<file path="config.mk">
export PLATFORM = sky130hd
export DESIGN_NAME = scp_serial_port
export DESIGN_NICKNAME = d
export VERILOG_FILES = /design/src/scp_pkg.sv /design/src/scp_rate_div.sv /design/src/scp_serial_port.sv
export VERILOG_INCLUDE_DIRS = /design/src /design/src/src
export SDC_FILE = /design/constraint.sdc
export NUM_CORES = 1
export LEC_CHECK = 0
export BUFFER_PORTS_ARGS = -buffer_cell sky130_fd_sc_hd__buf_4
export CAP_MARGIN = 10
export CELL_PAD_IN_SITES_DETAIL_PLACEMENT = 1
export CELL_PAD_IN_SITES_GLOBAL_PLACEMENT = 2
export CORE_ASPECT_RATIO = 0.7
export CORE_MARGIN = 4
export CORE_UTILIZATION = 34
export CTS_CLUSTER_DIAMETER = 100
export DETAILED_ROUTE_END_ITERATION = 10
export HOLD_SLACK_MARGIN = 0.15
export PLACE_DENSITY_LB_ADDON = 0.1
export SLEW_MARGIN = 20
export SYNTH_ARGS = -nofsm -noshare
export SYNTH_HDL_FRONTEND = slang
export SYNTH_SLANG_ARGS = --single-unit
export TNS_END_PERCENT = 50
</file>
<file path="constraint.sdc">
create_clock -name hclk -period 2.7 [get_ports hclk]
set_input_delay 0.675 -clock hclk [delete_from_list [all_inputs] [get_ports hclk]]
set_output_delay 0.675 -clock hclk [all_outputs]
set_load 0.01 [all_outputs]
</file>
<file path="src/scp_params.svh">
// register map, reset values and rate constants of the serial port
`ifndef SCP_PARAMS_SVH
`define SCP_PARAMS_SVH
`define SCP_OFF_TXSC 8'h00
`define SCP_OFF_RXSC 8'h04
`define SCP_OFF_BAUD 8'h08
`define SCP_OFF_TXDATA 8'h0C
`define SCP_OFF_RXDATA 8'h10
`define SCP_OFF_DIV 8'h14
`define SCP_OFF_EVENT 8'h18
`define SCP_TSE_RESET 1'b1
`define SCP_RIDL_RESET 1'b1
`define SCP_DIV_RESET 16'h0000
`define SCP_SCALE_FAST 7'h04
`define SCP_SCALE_MID 7'h10
`define SCP_SCALE_SLOW 7'h40
`define SCP_SHIFT_FAST 4'h2
`define SCP_SHIFT_MID 4'h4
`define SCP_SHIFT_SLOW 4'h6
`define SCP_BREAK_LAST 4'hB
`define SCP_NINE_LAST 4'h8
`define SCP_EIGHT_LAST 4'h7
`endif

</file>
<file path="src/scp_pkg.sv">
// types shared by the serial port control logic
package scp_pkg;
   typedef enum logic [1:0] {
      TX_IDLE = 2'b00,
      TX_START = 2'b01,
      TX_DATA = 2'b10,
      TX_STOP = 2'b11
   } scp_tx_state_t;
   typedef enum logic [1:0] {
      RX_IDLE = 2'b00,
      RX_START = 2'b01,
      RX_DATA = 2'b10,
      RX_STOP = 2'b11
   } scp_rx_state_t;
   typedef struct packed {
      logic rxdt;
      logic txck;
   } scp_pin_in_t;
   typedef struct packed {
      logic txck;
      logic txck_oe_n;
      logic dt;
      logic dt_oe_n;
   } scp_pin_out_t;
   typedef struct packed {
      logic [15:0] cnt;
      logic tick;
   } scp_div_state_t;
   typedef struct packed {
      logic clk_src, tx9, transmit_enable, mode, brk, hs, tx_ninth_bit;
      logic pen, rx9, sre, cre, ade, ovr;
      logic ab_ovf, pol, w16, wake_on_edge_enable, abe;
      logic [15:0] div;
      scp_tx_state_t tx_state;
      logic [8:0] tx_buf;
      logic tx_buf_full;
      logic [11:0] tx_shift_register;
      logic tx_brk;
      logic tse;
      logic [3:0] tx_cnt;
      logic [5:0] tx_phase;
      scp_rx_state_t rx_state;
      logic [8:0] rx_shift;
      logic [3:0] rx_cnt;
      logic [5:0] rx_phase;
      logic ridl;
      logic [1:0][9:0] fifo;
      logic fifo_head;
      logic [1:0] fifo_cnt;
      logic wake_flag;
      logic ab_meas;
      logic [15:0] ab_cnt;
      logic ck_gen;
      logic [5:0] ck_phase;
      logic rx_s1, rx_s2, rx_d, ck_s1, ck_s2, ck_d;
      logic ap_valid, ap_write, rd_wait;
      logic [7:0] ap_addr;
      logic [31:0] hrdata;
   } scp_state_t;
endpackage

</file>
<file path="src/scp_rate_div.sv">
// rate divider: one-cycle tick every limit+1 clocks, 8- or 16-bit limit
`timescale 1ns/1ps
`default_nettype none
module scp_rate_div (
   input wire logic hclk,
   input wire logic hresetn,
   input wire logic run,
   input wire logic wide,
   input wire logic [15:0] limit_value,
   output logic tick
);
   scp_pkg::scp_div_state_t s_reg;
   scp_pkg::scp_div_state_t s_next;
   logic [15:0] limit;

   always_comb
   begin
      s_next = s_reg;
      limit = wide ? limit_value : {8'h00, limit_value[7:0]};
      if (!run)
      begin
         s_next.cnt = 16'h0000;
         s_next.tick = 1'b0;
      end
      else if (s_reg.cnt >= limit)
      begin
         s_next.cnt = 16'h0000;
         s_next.tick = 1'b1;
      end
      else
      begin
         s_next.cnt = s_reg.cnt + 16'h0001;
         s_next.tick = 1'b0;
      end
   end

   always_ff @(posedge hclk or negedge hresetn)
   begin
      if (!hresetn)
         s_reg <= '0;
      else
         s_reg <= s_next;
   end

   assign tick = s_reg.tick;
endmodule
`default_nettype wire

</file>
<file path="src/scp_serial_port.sv">
// serial port control, status and character engines behind an AHB-Lite slave
`timescale 1ns/1ps
`default_nettype none
`include "scp_params.svh"
module scp_serial_port (
   input wire logic hclk,
   input wire logic hresetn,
   input wire logic hsel,
   input wire logic [31:0] haddr,
   input wire logic [1:0] htrans,
   input wire logic hwrite,
   input wire logic [2:0] hsize,
   input wire logic [31:0] hwdata,
   input wire logic hready,
   output logic [31:0] hrdata,
   output logic hreadyout,
   output logic hresp,
   input wire scp_pkg::scp_pin_in_t pin_in,
   output scp_pkg::scp_pin_out_t pin_out
);
   scp_pkg::scp_state_t s;
   scp_pkg::scp_state_t n;
   logic tick, line, rx, rx_fall, rx_rise, ck_edge, sbusy, mtog, sample_e;
   logic tx_bit_end, rx_bit_end, go_async, go_sync, push, pop, wake_set, ab_set;
   logic accept, rd_stall, step;
   logic [6:0] scale;
   logic [5:0] half;
   logic [3:0] tx_last, rx_last;
   logic [8:0] sh_new;
   logic [9:0] push_word;
   logic [1:0] cnt_left;
   logic [15:0] ab_q;

   function automatic logic [6:0] scale_of(input logic sync, input logic hs, input logic w16);
      if (sync || (hs && w16))
         scale_of = `SCP_SCALE_FAST;
      else if (hs || w16)
         scale_of = `SCP_SCALE_MID;
      else
         scale_of = `SCP_SCALE_SLOW;
   endfunction

   function automatic logic [8:0] rx_word(input logic nine, input logic [8:0] sh);
      rx_word = nine ? sh : {1'b0, sh[8:1]};
   endfunction

   function automatic logic [31:0] read_word(input logic [7:0] a, input scp_pkg::scp_state_t st);
      logic [9:0] h;
      h = st.fifo[st.fifo_head];
      case (a)
         `SCP_OFF_TXSC: read_word = {24'h000000, st.clk_src, st.tx9, st.transmit_enable, st.mode, st.brk,
                                     st.hs, st.tse, st.tx_ninth_bit};
         `SCP_OFF_RXSC: read_word = {24'h000000, st.pen, st.rx9, st.sre, st.cre, st.ade,
                                     h[9], st.ovr, h[8]};
         `SCP_OFF_BAUD: read_word = {24'h000000, st.ab_ovf, st.ridl, 1'b0, st.pol, st.w16,
                                     1'b0, st.wake_on_edge_enable, st.abe};
         `SCP_OFF_RXDATA: read_word = {24'h000000, h[7:0]};
         `SCP_OFF_DIV: read_word = {16'h0000, st.div};
         `SCP_OFF_EVENT: read_word = {30'h00000000, st.transmit_enable & ~st.tx_buf_full,
                                      (st.fifo_cnt != 2'h0) | st.wake_flag};
         default: read_word = 32'h00000000;
      endcase
   endfunction

   scp_rate_div u_div (
      .hclk(hclk),
      .hresetn(hresetn),
      .run(s.pen),
      .wide(s.w16),
      .limit_value(s.div),
      .tick(tick)
   );

   always_comb
   begin
      n = s;
      // pin synchronisers; the second stage is looked at, and the third stage for edges
      n.rx_s1 = pin_in.rxdt;
      n.rx_s2 = s.rx_s1;
      n.rx_d = s.rx_s2;
      n.ck_s1 = pin_in.txck;
      n.ck_s2 = s.ck_s1;
      n.ck_d = s.ck_s2;
      rx = s.rx_s2;
      rx_fall = s.rx_d & ~s.rx_s2;
      rx_rise = ~s.rx_d & s.rx_s2;
      ck_edge = s.ck_d ^ s.ck_s2;
      scale = scale_of(s.mode, s.hs, s.w16);
      half = scale[6:1];
      tx_bit_end = tick && (s.tx_phase == 6'(scale - 7'h01));
      rx_bit_end = tick && (s.rx_phase == 6'(scale - 7'h01));
      tx_last = s.tx_brk ? `SCP_BREAK_LAST : (s.tx9 ? `SCP_NINE_LAST : `SCP_EIGHT_LAST);
      rx_last = s.rx9 ? `SCP_NINE_LAST : `SCP_EIGHT_LAST;
      // clocked mode: master makes the clock, slave follows the pin
      sbusy = s.pen && s.mode && (s.tx_state == scp_pkg::TX_DATA || s.rx_state == scp_pkg::RX_DATA);
      mtog = sbusy && s.clk_src && tick && (s.ck_phase == half - 6'h01);
      if (sbusy && s.clk_src)
      begin
         if (tick)
            n.ck_phase = mtog ? 6'h00 : s.ck_phase + 6'h01;
         if (mtog)
            n.ck_gen = ~s.ck_gen;
      end
      else
      begin
         n.ck_phase = 6'h00;
         n.ck_gen = s.pol;
      end
      // sampling edge is rising with polarity set, falling otherwise
      sample_e = s.clk_src ? (mtog && (s.ck_gen != s.pol)) : (ck_edge && (s.ck_s2 == s.pol));
      // transmitter
      line = 1'b1;
      step = 1'b0;
      if (tick)
         n.tx_phase = tx_bit_end ? 6'h00 : s.tx_phase + 6'h01;
      unique case (s.tx_state)
         scp_pkg::TX_IDLE:
         begin
            if (s.pen && s.transmit_enable && s.tx_buf_full && !(s.mode && (s.sre || s.cre)))
            begin
               n.tx_buf_full = 1'b0;
               n.tse = 1'b0;
               n.tx_cnt = 4'h0;
               n.tx_phase = 6'h00;
               if (!s.mode && s.brk)
               begin
                  n.tx_shift_register = 12'h000;
                  n.tx_brk = 1'b1;
                  n.tx_state = scp_pkg::TX_START;
               end
               else
               begin
                  n.tx_shift_register = {3'h0, s.tx9 ? s.tx_buf : {1'b0, s.tx_buf[7:0]}};
                  n.tx_brk = 1'b0;
                  n.tx_state = s.mode ? scp_pkg::TX_DATA : scp_pkg::TX_START;
               end
            end
         end
         scp_pkg::TX_START:
         begin
            line = 1'b0;
            if (tx_bit_end)
               n.tx_state = scp_pkg::TX_DATA;
         end
         scp_pkg::TX_DATA:
         begin
            line = s.tx_shift_register[0];
            step = s.mode ? sample_e : tx_bit_end;
            if (step)
            begin
               n.tx_shift_register = {1'b0, s.tx_shift_register[11:1]};
               n.tx_cnt = s.tx_cnt + 4'h1;
               if (s.tx_cnt == tx_last)
               begin
                  n.tx_state = s.mode ? scp_pkg::TX_IDLE : scp_pkg::TX_STOP;
                  n.tse = s.mode;
               end
            end
         end
         scp_pkg::TX_STOP:
         begin
            line = 1'b1;
            if (tx_bit_end)
            begin
               n.tx_state = scp_pkg::TX_IDLE;
               n.tse = 1'b1;
               if (s.tx_brk)
                  n.brk = 1'b0;
            end
         end
      endcase
      // receiver
      go_async = s.pen && !s.mode && s.cre && !s.wake_on_edge_enable && !s.abe && !s.ovr;
      go_sync = s.pen && s.mode && (s.cre || (s.sre && s.clk_src)) && !s.ovr;
      push = 1'b0;
      push_word = 10'h000;
      sh_new = {rx, s.rx_shift[8:1]};
      if (tick)
         n.rx_phase = rx_bit_end ? 6'h00 : s.rx_phase + 6'h01;
      unique case (s.rx_state)
         scp_pkg::RX_IDLE:
         begin
            n.ridl = 1'b1;
            if (go_sync)
            begin
               n.rx_state = scp_pkg::RX_DATA;
               n.rx_cnt = 4'h0;
            end
            else if (go_async && rx_fall)
            begin
               n.rx_state = scp_pkg::RX_START;
               n.rx_phase = 6'h00;
               n.ridl = 1'b0;
            end
         end
         scp_pkg::RX_START:
         begin
            if (!go_async)
               n.rx_state = scp_pkg::RX_IDLE;
            else if (tick && s.rx_phase == half - 6'h01)
            begin
               n.rx_phase = 6'h00;
               n.rx_cnt = 4'h0;
               n.rx_state = rx ? scp_pkg::RX_IDLE : scp_pkg::RX_DATA;
            end
         end
         scp_pkg::RX_DATA:
         begin
            step = s.mode ? sample_e : rx_bit_end;
            if (!(go_async || go_sync))
               n.rx_state = scp_pkg::RX_IDLE;
            else if (step)
            begin
               n.rx_shift = sh_new;
               n.rx_cnt = s.rx_cnt + 4'h1;
               if (s.rx_cnt == rx_last)
               begin
                  if (s.mode)
                  begin
                     push = 1'b1;
                     push_word = {1'b0, rx_word(s.rx9, sh_new)};
                     n.rx_cnt = 4'h0;
                     if (!s.cre)
                     begin
                        n.sre = 1'b0;
                        n.rx_state = scp_pkg::RX_IDLE;
                     end
                  end
                  else
                     n.rx_state = scp_pkg::RX_STOP;
               end
            end
         end
         scp_pkg::RX_STOP:
         begin
            if (!go_async)
               n.rx_state = scp_pkg::RX_IDLE;
            else if (rx_bit_end)
            begin
               n.rx_state = scp_pkg::RX_IDLE;
               push = !(s.rx9 && s.ade) || s.rx_shift[8];
               push_word = {~rx, rx_word(s.rx9, s.rx_shift)};
            end
         end
      endcase
      // wake-up on falling edge and automatic rate measurement
      wake_set = 1'b0;
      ab_set = 1'b0;
      if (s.pen && !s.mode && s.wake_on_edge_enable && rx_fall)
      begin
         n.wake_on_edge_enable = 1'b0;
         wake_set = 1'b1;
      end
      ab_q = (scale == `SCP_SCALE_FAST) ? (s.ab_cnt >> `SCP_SHIFT_FAST) :
             (scale == `SCP_SCALE_MID) ? (s.ab_cnt >> `SCP_SHIFT_MID) : (s.ab_cnt >> `SCP_SHIFT_SLOW);
      if (s.pen && !s.mode && s.abe)
      begin
         if (!s.ab_meas)
         begin
            if (rx_fall)
            begin
               n.ab_meas = 1'b1;
               n.ab_cnt = 16'h0000;
            end
         end
         else if (rx_rise)
         begin
            n.div = (ab_q == 16'h0000) ? 16'h0000 : ab_q - 16'h0001;
            n.abe = 1'b0;
            n.ab_meas = 1'b0;
         end
         else if (&s.ab_cnt)
         begin
            ab_set = 1'b1;
            n.abe = 1'b0;
            n.ab_meas = 1'b0;
         end
         else
            n.ab_cnt = s.ab_cnt + 16'h0001;
      end
      else
         n.ab_meas = 1'b0;
      // disabled port: engines and transmit buffer held in reset, receive buffer count and control bits kept
      if (!s.pen)
      begin
         n.tx_state = scp_pkg::TX_IDLE;
         n.tx_buf_full = 1'b0;
         n.tse = 1'b1;
         n.rx_state = scp_pkg::RX_IDLE;
         n.ridl = 1'b1;
         n.fifo_cnt = 2'h0;
         n.ovr = 1'b0;
         n.wake_flag = 1'b0;
      end
      // bus slave: writes land in the data phase, reads take one wait state
      accept = hsel && htrans[1] && hready;
      rd_stall = s.ap_valid && !s.ap_write && !s.rd_wait;
      n.ap_valid = accept;
      n.rd_wait = rd_stall;
      if (accept)
      begin
         n.ap_write = hwrite;
         n.ap_addr = haddr[7:0];
      end
      pop = 1'b0;
      if (rd_stall)
      begin
         n.hrdata = read_word(s.ap_addr, s);
         if (s.ap_addr == `SCP_OFF_RXDATA)
         begin
            pop = (s.fifo_cnt != 2'h0);
            n.wake_flag = 1'b0;
         end
      end
      if (s.ap_valid && s.ap_write)
      begin
         case (s.ap_addr)
            `SCP_OFF_TXSC:
            begin
               {n.clk_src, n.tx9, n.transmit_enable, n.mode, n.brk, n.hs} = hwdata[7:2];
               n.tx_ninth_bit = hwdata[0];
            end
            `SCP_OFF_RXSC:
            begin
               {n.pen, n.rx9, n.sre, n.cre, n.ade} = hwdata[7:3];
               if (!hwdata[4])
                  n.ovr = 1'b0;
            end
            `SCP_OFF_BAUD:
            begin
               {n.pol, n.w16} = hwdata[4:3];
               {n.wake_on_edge_enable, n.abe} = hwdata[1:0];
               if (hwdata[0])
                  n.ab_ovf = 1'b0;
            end
            `SCP_OFF_TXDATA:
            begin
               if (!s.tx_buf_full && s.pen)
               begin
                  n.tx_buf = {s.tx_ninth_bit, hwdata[7:0]};
                  n.tx_buf_full = 1'b1;
               end
            end
            `SCP_OFF_DIV: n.div = hwdata[15:0];
            default: n.div = n.div;
         endcase
      end
      // receive buffer of two characters; hardware sets win over clears
      cnt_left = s.fifo_cnt - {1'b0, pop};
      if (pop)
      begin
         n.fifo_head = ~s.fifo_head;
      end
      n.fifo_cnt = cnt_left;
      if (push)
      begin
         if (cnt_left == 2'h2)
            n.ovr = 1'b1;
         else
         begin
            n.fifo[n.fifo_head ^ (cnt_left == 2'h1)] = push_word;
            n.fifo_cnt = cnt_left + 2'h1;
         end
      end
      if (wake_set)
         n.wake_flag = 1'b1;
      if (ab_set)
         n.ab_ovf = 1'b1;
   end

   always_ff @(posedge hclk or negedge hresetn)
   begin
      if (!hresetn)
      begin
         s <= '0;
         s.tse <= `SCP_TSE_RESET;
         s.ridl <= `SCP_RIDL_RESET;
         s.div <= `SCP_DIV_RESET;
         s.rx_s1 <= 1'b1;
         s.rx_s2 <= 1'b1;
         s.rx_d <= 1'b1;
      end
      else
         s <= n;
   end

   assign hrdata = s.hrdata;
   assign hreadyout = !(s.ap_valid && !s.ap_write && !s.rd_wait);
   assign hresp = 1'b0;
   assign pin_out.txck = s.mode ? s.ck_gen : (line ^ s.pol);
   assign pin_out.txck_oe_n = !s.pen || (s.mode && !s.clk_src);
   assign pin_out.dt = s.tx_shift_register[0];
   assign pin_out.dt_oe_n = !(s.pen && s.mode && s.tx_state == scp_pkg::TX_DATA
                              && !(s.sre || s.cre));
endmodule
`default_nettype wire
</file>
==> results of run 1 <==
[cell usage in the layout (no fill, tap or decap), types with 6 or more instances in the layout]
cell | Yosys | routed
o21ai_1 | 27 | 30
o21a_1 | 8 | 8
nand3_1 | 44 | 44
mux2i_1 | 23 | 23
a21oi_2 | 5 | 8
a22oi_1 | 27 | 27
ha_1 | 37 | 34
o31ai_1 | 12 | 12
clkbuf_16 | 0 | 18
dfrtp_1 | 182 | 178
nand2_2 | 0 | 9
xor2_1 | 24 | 24
a22o_1 | 13 | 13
conb_1 | 1 | 17
nand2b_1 | 15 | 14
nand2_1 | 130 | 121
xnor2_1 | 27 | 25
a21oi_1 | 52 | 49
nand3b_1 | 6 | 6
nor2b_1 | 12 | 12
a221oi_1 | 7 | 7
and3_1 | 17 | 17
mux2_1 | 11 | 11
nor2_1 | 101 | 101
o21ai_0 | 53 | 44
nor4_1 | 7 | 6
mux2_2 | 39 | 39
o21ai_2 | 0 | 6
a31oi_1 | 8 | 8
buf_4 | 37 | 159
o211ai_1 | 7 | 7
nor3_1 | 23 | 20
a21o_1 | 6 | 6
nand4_1 | 10 | 10
inv_1 | 41 | 39
[cell usage after synthesis (all sizes together), types with 16 or more instances]
cell type  number  share of area, %
mux2i          23               2.1
xnor2          27               2.2
and3           17              0.97
buf            53               3.3
a21oi          57               2.8
o21ai          80               3.7
clkbuf         40               1.4
nand2         130               4.5
nand2b         16              0.99
a22oi          27               1.9
ha             37               4.2
dfrtp         182                42
mux2           51               5.3
xor2           24               1.9
nor3           23               1.1
inv            41               1.4
nand3          44               2.0
nor2          102               3.5
[kinds of logic (layout without fill, tap and decap cells)]
| kind of cell | Yosys count | after routing | share of synthesized area, % |
|---|---|---|---|
| xor gates and xnor gates | 51 | 51 | 4.09 |
| muxes | 74 | 74 | 7.41 |
| other | 1 | 17 | 0.0344 |
| DFF | 187 | 187 | 42.9 |
| AOI/OAI and AO/OA | 260 | 260 | 16.1 |
| adders and majority gates | 37 | 37 | 4.24 |
| buffers and inverters | 135 | 245 | 6.17 |
| and+or+nand+nor | 415 | 415 | 19.1 |
[power by group]
group	total (uW)	leakage, uW	internal, uW	switching, uW
registers	3710	0.00245	3230	476
clock network	2520	0.000265	1310	1210
logic	2540	0.00313	1130	1410
[stage by stage]
step | setup TNS (ns) | total power, uW | util [%]
floorplan | -0.267 | 5240 | -
global placement | -0.0229 | 6180 | 39.1
detailed placement | -0.0282 | 6240 | 39.1
CTS | 0 | 8840 | 41.1
global route | -1.80 | 9320 | 41.7
finish | 0 | 8770 | 41.7
[final cells by class]
class,instances,area (um^2)
Fill cell,3622,18300
Multi-Input combinational cell,854,5780
Sequential cell,187,4690
Timing Repair Buffer,171,1390
Tap cell,420,526
Clock buffer,20,447
Inverter,42,158
Clock inverter,12,116
[worst max-delay path, stage by stage (launching register included)]
cell and delay [ns]:
dfrtp_1 0.41, inv_2 0.10, ha_4 0.14, buf_6 0.11, inv_2 0.06, or4_4 0.55, buf_6 0.15
[worst max-delay path by stage]
stage / to / slack (ns)
floorplan: s[95] / -0.04
global placement: s[104] / -0.02
detailed placement: s[104] / -0.03
CTS: pin_out[0] / 0.02
global route: s[87] / -0.12
finish: pin_out[0] / 0.04
[routing by layer]
| layer | global-route usage (%) | wire, um | up-vias |
|---|---|---|---|
| met2 | 30.0 | 14900 | 103 |
| met5 | 0 | 0 | - |
| met4 | 5.02 | 325 | 0 |
| met3 | 3.06 | 882 | 19 |
| li1 | - | - | 4286 |
| met1 | 28.2 | 17300 | 4509 |
[repair_timing]
action | in CTS | in global routing
resized for setup | 12 | 46
pin swaps | 3 | 17
gates cloned | 0 | 3
buffers inserted | 2 | 5
endpoints found under the setup margin | 23 | 39
==> flow_summary.toml, run 1 <==
[die]
die_h_um = 158
initial_core_util_pct = 34.7
die-width_um = 222
core_area_um2 = 31400
dieArea_um2 = 35100
io_pins = 114
fp-row-count = 54

[worst_setup_path]
start_kind = "register"
required_ns = 2.03
worst_setup_path_end_kind = "primary output"
worstPathMaxFanout = 6
crit_type = "register to primary output"
r2r_slack_ns = 0.05
r2r_end = "s[95]"
crit_arrival_ns = 1.98
r2r_start = "s[32]"
reg2reg_depth = 12
cp-startpoint = "s[153]"

[clocking]
cts.path.max_buffers = 2
htreeDepth = 4
cts_buffers = 17
cts_hold_buf = 0
cts.sinks = 187
clk_pin_slew_ns = 0.07
clk_root_buffer_cell = "clkbuf_16"
cts_tree = "yes"
clock_latency_ns = 0.47

[cells_and_area]
fin_cells = 1706
largest_reg_flops = 149
diodes = 0
fin_area_um2 = 13100
area_growth_pct = 20.1
nNetsFinal = 1386
drive_gt1_share_pct = 24.1

[synth]
synth-main-ff-cell = "dfrtp_1"
ys_ff_latch = 187
synthDistinctLibCells = 86
synthCells = 1160
synth_area_per_cell_um2 = 9.41
synth_enable_flop_cells = 0
postSynth.asyncResetShare_pct = 100
yosysWarnings = 0
syn_area_um2 = 10900
ys_seq_area_share_pct = 42.9

[timing]
drv_slew = 0
skew_ns = 0.0110
worst_pin_slew_ns = 0.666
max_freq_mhz = 376
timing.hold.ws_ns = 0.212
period_minus_slack_ns = 2.66
slew_headroom_pct = 55.5
rsz0062_at_grt = "yes"
hold_violations = 0
setup_violations = 0
fin_crit_sh_pct = 98.4
layout_setup_ws_ns = 0.0435

[power_and_ir_drop]
power_leakage_uw = 0.00584
irDropWorstVdd_mv = 0.332
powerDensity_nw_per_um2 = 669

[placement]
pre_cts_ws_ns = -0.0282
placed_cells = 1664
dp_hpwl_um = 25200
port_buffers = 52
finalWeightedCongestion = 0.806
dpl_cell_area_um2 = 12300

[global_routing]
grt_pass1_wl_um = 53000
antenna_found_initial = 0
grt_max_degree = 62
grt_usage_pct = 19.3
grt_pass1_vias = 9164
overflow = 0

[routing]
dr.pass1.iters = 5
routed_wl_um = 33400
avgRoutedWirePerCell_um = 19.6
dr_total_vias = 8917
detail-route-antenna-nets = 0
viasPerCell = 5.23
route.detailed.drc = 0
drtIter0Drc = 504

[flow_run]
drv_cap = 0

[worst_hold_path]
worst_hold_path_type = "input pin to asynchronous set/reset pin"

[status]
status = "finished clean"
No activity file was read; power rests on OpenSTA's default activity.
==> run 2, diff against run 1 <==
--- a/config.mk
+++ b/config.mk
@@ -20,5 +20,6 @@
 export SLEW_MARGIN = 20
 export SYNTH_ARGS = -nofsm -noshare
 export SYNTH_HDL_FRONTEND = slang
+export SYNTH_HIERARCHICAL = 1
 export SYNTH_SLANG_ARGS = --single-unit
 export TNS_END_PERCENT = 50
==> flow_summary.toml, run 2 <==
[synth]
ys_ff_latch = 187
ys_seq_area_share_pct = 43.8
yosysWarnings = 6
ys_top_cells_by_count = "dfrtp_1, nand2_1, nor2_1"
synth-main-ff-cell = "dfrtp_1"
synth_enable_flop_cells = 0
postSynth.asyncResetShare_pct = 100
synthCells = 1137
synthTopCellsByArea = "dfrtp_1, nand2_1, mux2_2"
syn_area_um2 = 10700
synth_area_per_cell_um2 = 9.42
synth_top_area_share_pct = 42.5
yosysTopAreaCell = "dfrtp_1"
synth_most_common_cell = "dfrtp_1"
synthDistinctLibCells = 73

[clocking]
cts_buffers = 17
clk_pin_slew_ns = 0.07
clock_latency_ns = 0.46
cts_tree = "yes"
cts_hold_buf = 0
htreeDepth = 4
clk_root_buffer_cell = "clkbuf_16"
cts.path.max_buffers = 2
cts.sinks = 187

[worst_setup_path]
start_kind = "register"
slowest_stage = "dfrtp_1"
crit_chain = "nor3_4 -> nand2_2 -> nor3_4 -> o211ai_1 -> buf_4 -> buf_4 -> xor2_1 -> buf_4 -> xnor2_1 -> buf_4 -> nor3_4 -> mux2_4"
reg2reg_depth = 12
crit_type = "register to register"
crit_buf_inv = 4
crit_arrival_ns = 3.00
r2r_slack_ns = 0.04
required_ns = 3.04
timing.critical_path.mode_cell = "buf_4"
r2r_end = "s[77]"
cpPeakStageDelay_ns = 0.42
worst_setup_path_end_kind = "register"
r2r_start = "s[38]"
worstPathMaxFanout = 3
path_delay_family = "simple AND/OR/NAND/NOR gates"

[status]
status = "finished clean"

[placement]
placed_cells = 1677
port_buffers = 52
dpl_cell_area_um2 = 12400
finalWeightedCongestion = 0.809
dp_hpwl_um = 25400

[timing]
hold_violations = 0
slew_headroom_pct = 57.7
drv_slew = 0
tns_ns = 0
rsz0062_at_grt = "yes"
setup_violations = 0
timing.hold.ws_ns = 0.242
worst_pin_slew_ns = 0.634
fin_crit_sh_pct = 98.6
skew_ns = 0.0115
max_freq_mhz = 376
period_minus_slack_ns = 2.66

[cells_and_area]
final_common_cell = "buf_4"
nNetsFinal = 1404
diodes = 0
mostFrequentLayoutCells = "buf_4, dfrtp_1, nand2_1"
largest_reg_flops = 149
drive_gt1_share_pct = 28.5
area_growth_pct = 25.6
fin_area_um2 = 13400
fin_cells = 1724
final.fill_count = 3553

[power_and_ir_drop]
power_leakage_uw = 0.00608
total_power_uw = 7900
irDropWorstVdd_mv = 0.331
powerDensity_nw_per_um2 = 588

[routing]
viasPerCell = 5.17
dr.pass1.iters = 4
detail-route-antenna-nets = 0
route.detailed.drc = 0
drtIter0Drc = 563
avgRoutedWirePerCell_um = 19.4
dr_total_vias = 8908
routed_wl_um = 33400

[global_routing]
grt_pass1_wl_um = 53300
antenna_found_initial = 1
grt_max_degree = 67
overflow = 0
grt_usage_pct = 20.0
grt_pass1_vias = 9114

[die]
die_h_um = 156
io_pins = 114
die-width_um = 220
core_area_um2 = 31100
initial_core_util_pct = 34.4
dieArea_um2 = 34400
fp-row-count = 54

[worst_hold_path]
worst_hold_path_type = "input pin to asynchronous set/reset pin"

[flow_run]
drv_cap = 0
==> run 2: changes by cell type after synthesis, sizes merged, moves of 7 or more <==
cell | previous run | this run
xnor2 | 27 | 20
o21ai | 80 | 66
xor2 | 24 | 36
nand2b | 16 | 9
nand4 | 13 | 21
nor2b | 12 | 5
or3 | 3 | 10
o31ai | 12 | 5
nand2 | 130 | 145
mux2 | 51 | 58
==> run 2: layout make-up <==
class / instances / area (um^2) / area share, %
Clock buffer: 19 / 443 / 3.29
Multi-Input combinational cell: 838 / 5810 / 43.2
Sequential cell: 187 / 4690 / 34.9
Timing Repair Buffer: 208 / 1710 / 12.7
Clock inverter: 13 / 116 / 0.865
Inverter: 39 / 151 / 1.13
Tap cell: 420 / 526 / 3.91
==> run 2: worst register-to-register path, cell delays in order, from the launching register on <==
cell      delay (ns)
dfrtp_1         0.42
nor3_4          0.22
nand2_2         0.11
nor3_4          0.20
o211ai_1        0.13
buf_4           0.15
buf_4           0.12
xor2_1          0.13
buf_4           0.15
xnor2_1         0.15
buf_4           0.16
nor3_4          0.28
mux2_4          0.33
==> run 2: worst max path at each step <==
stage,slack [ns],cells after the start,end,start
2_1_floorplan,-0.02,12,s[88],s[41]
3_5_place_dp,-0.23,11,s[92],s[37]
6_report,0.04,12,s[77],s[38]
5_1_grt,-0.11,12,s[86],s[38]
4_1_cts,-0.04,12,s[158],s[173]
3_3_place_gp,-0.18,11,s[93],s[37]
==> run 2: layer usage <==
metal	part of all wire (%)	wire length, um	global-route usage [%]
met5	0	0	0
met4	1.0	348	4.48
met3	3.3	1100	3.30
met2	41	13600	27.5
met1	55	18400	32.2
==> run 2: repair_timing <==
action / CTS / global route
gates cloned: 0 / 1
resized for setup: 23 / 74
endpoints found under the setup margin: 39 / 69
pin swaps: 8 / 22
buffers inserted: 1 / 13
==> run 2: through the flow <==
step           setup WS, ns  utilization, %
6_report             0.0387            43.3
5_1_grt              -0.108            43.3
4_1_cts             -0.0359            41.9
3_5_place_dp         -0.228            39.8
3_3_place_gp         -0.180            39.8
2_1_floorplan       -0.0230               -
==> run 2: cell families (layout without fill, tap and decap cells) <==
family                     count (synthesis)  in the layout  synth area share, %
buffers and inverters                    128            279                 5.91
and+or+nand+nor                          420            420                 18.8
xor gates and xnor gates                  56             56                 4.58
muxes                                     86             86                 8.72
adders and majority gates                 37             37                 4.32
AOI/OAI and AO/OA                        222            222                 13.9
other                                      1             17               0.0350
DFF                                      187            187                 43.8
==> run 2: report_power, final <==
group          switching (uW)  internal, uW
combinational            1100           941
clock                    1190          1300
sequential                285          3090
==> run 3, diff against run 2 <==
--- a/config.mk
+++ b/config.mk
@@ -6,17 +6,19 @@
 export SDC_FILE = /design/constraint.sdc
 export NUM_CORES = 1
 export LEC_CHECK = 0
+export ABC_AREA = 1
+export ABC_CLOCK_PERIOD_IN_PS = 2700
 export BUFFER_PORTS_ARGS = -buffer_cell sky130_fd_sc_hd__buf_4
 export CAP_MARGIN = 10
 export CELL_PAD_IN_SITES_DETAIL_PLACEMENT = 1
 export CELL_PAD_IN_SITES_GLOBAL_PLACEMENT = 2
 export CORE_ASPECT_RATIO = 0.7
 export CORE_MARGIN = 4
-export CORE_UTILIZATION = 34
+export CORE_UTILIZATION = 31
 export CTS_CLUSTER_DIAMETER = 100
 export DETAILED_ROUTE_END_ITERATION = 10
 export HOLD_SLACK_MARGIN = 0.15
-export PLACE_DENSITY_LB_ADDON = 0.1
+export PLACE_DENSITY_LB_ADDON = 0.25
 export SLEW_MARGIN = 20
 export SYNTH_ARGS = -nofsm -noshare
 export SYNTH_HDL_FRONTEND = slang
==> flow_summary.toml, run 3 <==
[routing]
routed_wl_um = 35500
avgRoutedWirePerCell_um = 17.0
dr.pass1.iters = 4
drtIter0Drc = 656
route.detailed.drc = 0
detail-route-antenna-nets = 0
dr_total_vias = 10013
viasPerCell = 4.79

[clocking]
cts.path.max_buffers = 2
cts_tree = "yes"
clk_pin_slew_ns = 0.07
cts.sinks = 187
cts_buffers = 17
clock_latency_ns = 0.45
htreeDepth = 4
clk_root_buffer_cell = "clkbuf_16"

[die]
initial_core_util_pct = 31.4
dieArea_um2 = 39500
die_h_um = 168
fp-row-count = 58
core_area_um2 = 35900
io_pins = 114
die-width_um = 236

[power_and_ir_drop]
power_leakage_uw = 0.00657
irDropWorstVdd_mv = 0.455
powerDensity_nw_per_um2 = 627

[global_routing]
grt_max_degree = 49
grt_usage_pct = 18.3
antenna_found_initial = 0
grt_pass1_vias = 10343
grt_pass1_wl_um = 57800
overflow = 0

[synth]
yosys.area_share.simple_pct = 29.0
syn_area_um2 = 11300
synth_enable_flop_cells = 0
ys_top_cells_by_count = "nand2_1, inv_1, dfrtp_1"
synth_top_area_share_pct = 40.4
synth_xor_xnor_area_share_pct = 3.26
postSynth.asyncResetShare_pct = 100
synthCells = 1522
synth_compound_area_share_pct = 11.5
ys_ff_latch = 187
synth_most_common_cell = "nand2_1"
ys_seq_area_share_pct = 41.6
synthTopCellsByArea = "dfrtp_1, nand2_1, inv_1"
synth_area_per_cell_um2 = 7.41
synth_top_family_by_area = "simple AND/OR/NAND/NOR gates"
synthDistinctLibCells = 51
synth-main-ff-cell = "dfrtp_1"
synth_fa_ha_area_share_pct = 4.11
muxShareOfSynthArea_pct = 0
yosysWarnings = 6
yosysTopAreaCell = "dfrtp_1"

[worst_setup_path]
crit_arrival_ns = 1.88
slowest_stage = "dfrtp_1"
worst_setup_path_end_kind = "primary output"
start_kind = "register"
worstPathMaxFanout = 5
cp-startpoint = "s[153]"
required_ns = 2.03
crit_type = "register to primary output"
r2r_start = "s[33]"
cpPeakStageDelay_ns = 0.42
crit_chain = "inv_2 -> ha_4 -> inv_4 -> nand2_1 -> o21ai_2 -> inv_1 -> o21ai_1 -> a21oi_1 -> a21oi_2 -> buf_4"

[worst_hold_path]
hp-start = "pin_in[1]"
worst_hold_path_type = "input pin to register"

[cells_and_area]
fin_area_um2 = 13100
final_common_cell = "nand2_1"
area_growth_pct = 16.3
drive_gt1_share_pct = 13.3
largest_reg_flops = 149
nNetsFinal = 1711
mostFrequentLayoutCells = "nand2_1, inv_1, dfrtp_1"
diodes = 0

[timing]
skew_ns = 0.0121
setup_violations = 0
drv_slew = 0
worst_pin_slew_ns = 0.903
fin_crit_sh_pct = 94.4
hold_violations = 0
rsz0062_at_grt = "yes"
tns_ns = 0
slew_headroom_pct = 39.7
timing.hold.ws_ns = 0.332
max_freq_mhz = 392
period_minus_slack_ns = 2.55

[flow_run]
drv_cap = 0

[placement]
dpl_cell_area_um2 = 12400
port_buffers = 52
dp_hpwl_um = 27500
finalWeightedCongestion = 0.817

[status]
status = "finished clean"
==> run 3: final timing paths <==
check	cells after the start	endpoint	slack (ns)
worst max register to register	13	s[88]	0.22
worst max-delay path	10	pin_out[3]	0.15
worst min-delay path	1	n[47]	0.33
max in group asynchronous	3	s[97]	1.31
worst min register to register	0	n[43]	0.36
min in group asynchronous	2	s[67]	0.71
==> run 3: area by class of cell <==
type | count | area [um^2]
Tap cell | 480 | 601
Sequential cell | 187 | 4690
Clock inverter | 14 | 174
Clock buffer | 18 | 439
Timing Repair Buffer | 113 | 911
Fill cell | 4443 | 22800
Inverter | 195 | 739
Multi-Input combinational cell | 1084 | 5560
==> run 3: stage by stage <==
step	instances	worst slack (ns)	util (%)	power, uW
after floorplan	1538	0.368	-	4760
after global placement	2056	0.0785	34.4	5490
after detailed placement	2056	0.00281	34.4	5550
after CTS	2090	0.00164	36.3	8320
after global routing	2091	-0.0108	36.5	8800
final	2091	0.150	36.5	8230
==> run 3: logic make-up (layout without fill, tap and decap cells) <==
group,count (synthesis),in the layout
buffers and inverters,267,340
AOI/OAI and AO/OA,230,230
other,1,17
xor gates and xnor gates,42,42
and+or+nand+nor,758,758
adders and majority gates,37,37
DFF,187,187
==> run 3: what timing repair did <==
| action | 4_1_cts | 5_1_grt |
|---|---|---|
| hold buffers | 1 | 0 |
| setup buffers | 1 | 1 |
| pin swaps | 0 | 1 |
| gates resized for setup | 7 | 21 |
| endpoints found under the setup margin | 12 | 46 |
| hold endpoints to repair | 9 | 0 |
==> run 3: power breakdown <==
part	total [uW]	internal [uW]	switching (uW)	leakage, uW
registers	3380	3090	290	0.00239
logic	2170	799	1370	0.00389
clock network	2680	1480	1200	0.000290
==> run 3: worst max-delay path: cells and delay by family (launching register included) <==
family	cells	cell delay [ns]
compound gates	4	0.37
buf+inv	4	0.39
fa+ha+maj	1	0.19
simple gates	1	0.07
flops	1	0.42
==> run 3: routing by layer <==
layer / GRT usage (%) / part of all wire [%] / vias up / wire length [um]
met5: 0 / 0 / - / 0
met4: 3.50 / 1.0 / 0 / 363
met3: 3.08 / 2.8 / 17 / 995
met2: 27.6 / 43 / 113 / 15200
met1: 27.8 / 53 / 4882 / 19000
li1: - / - / 5001 / -
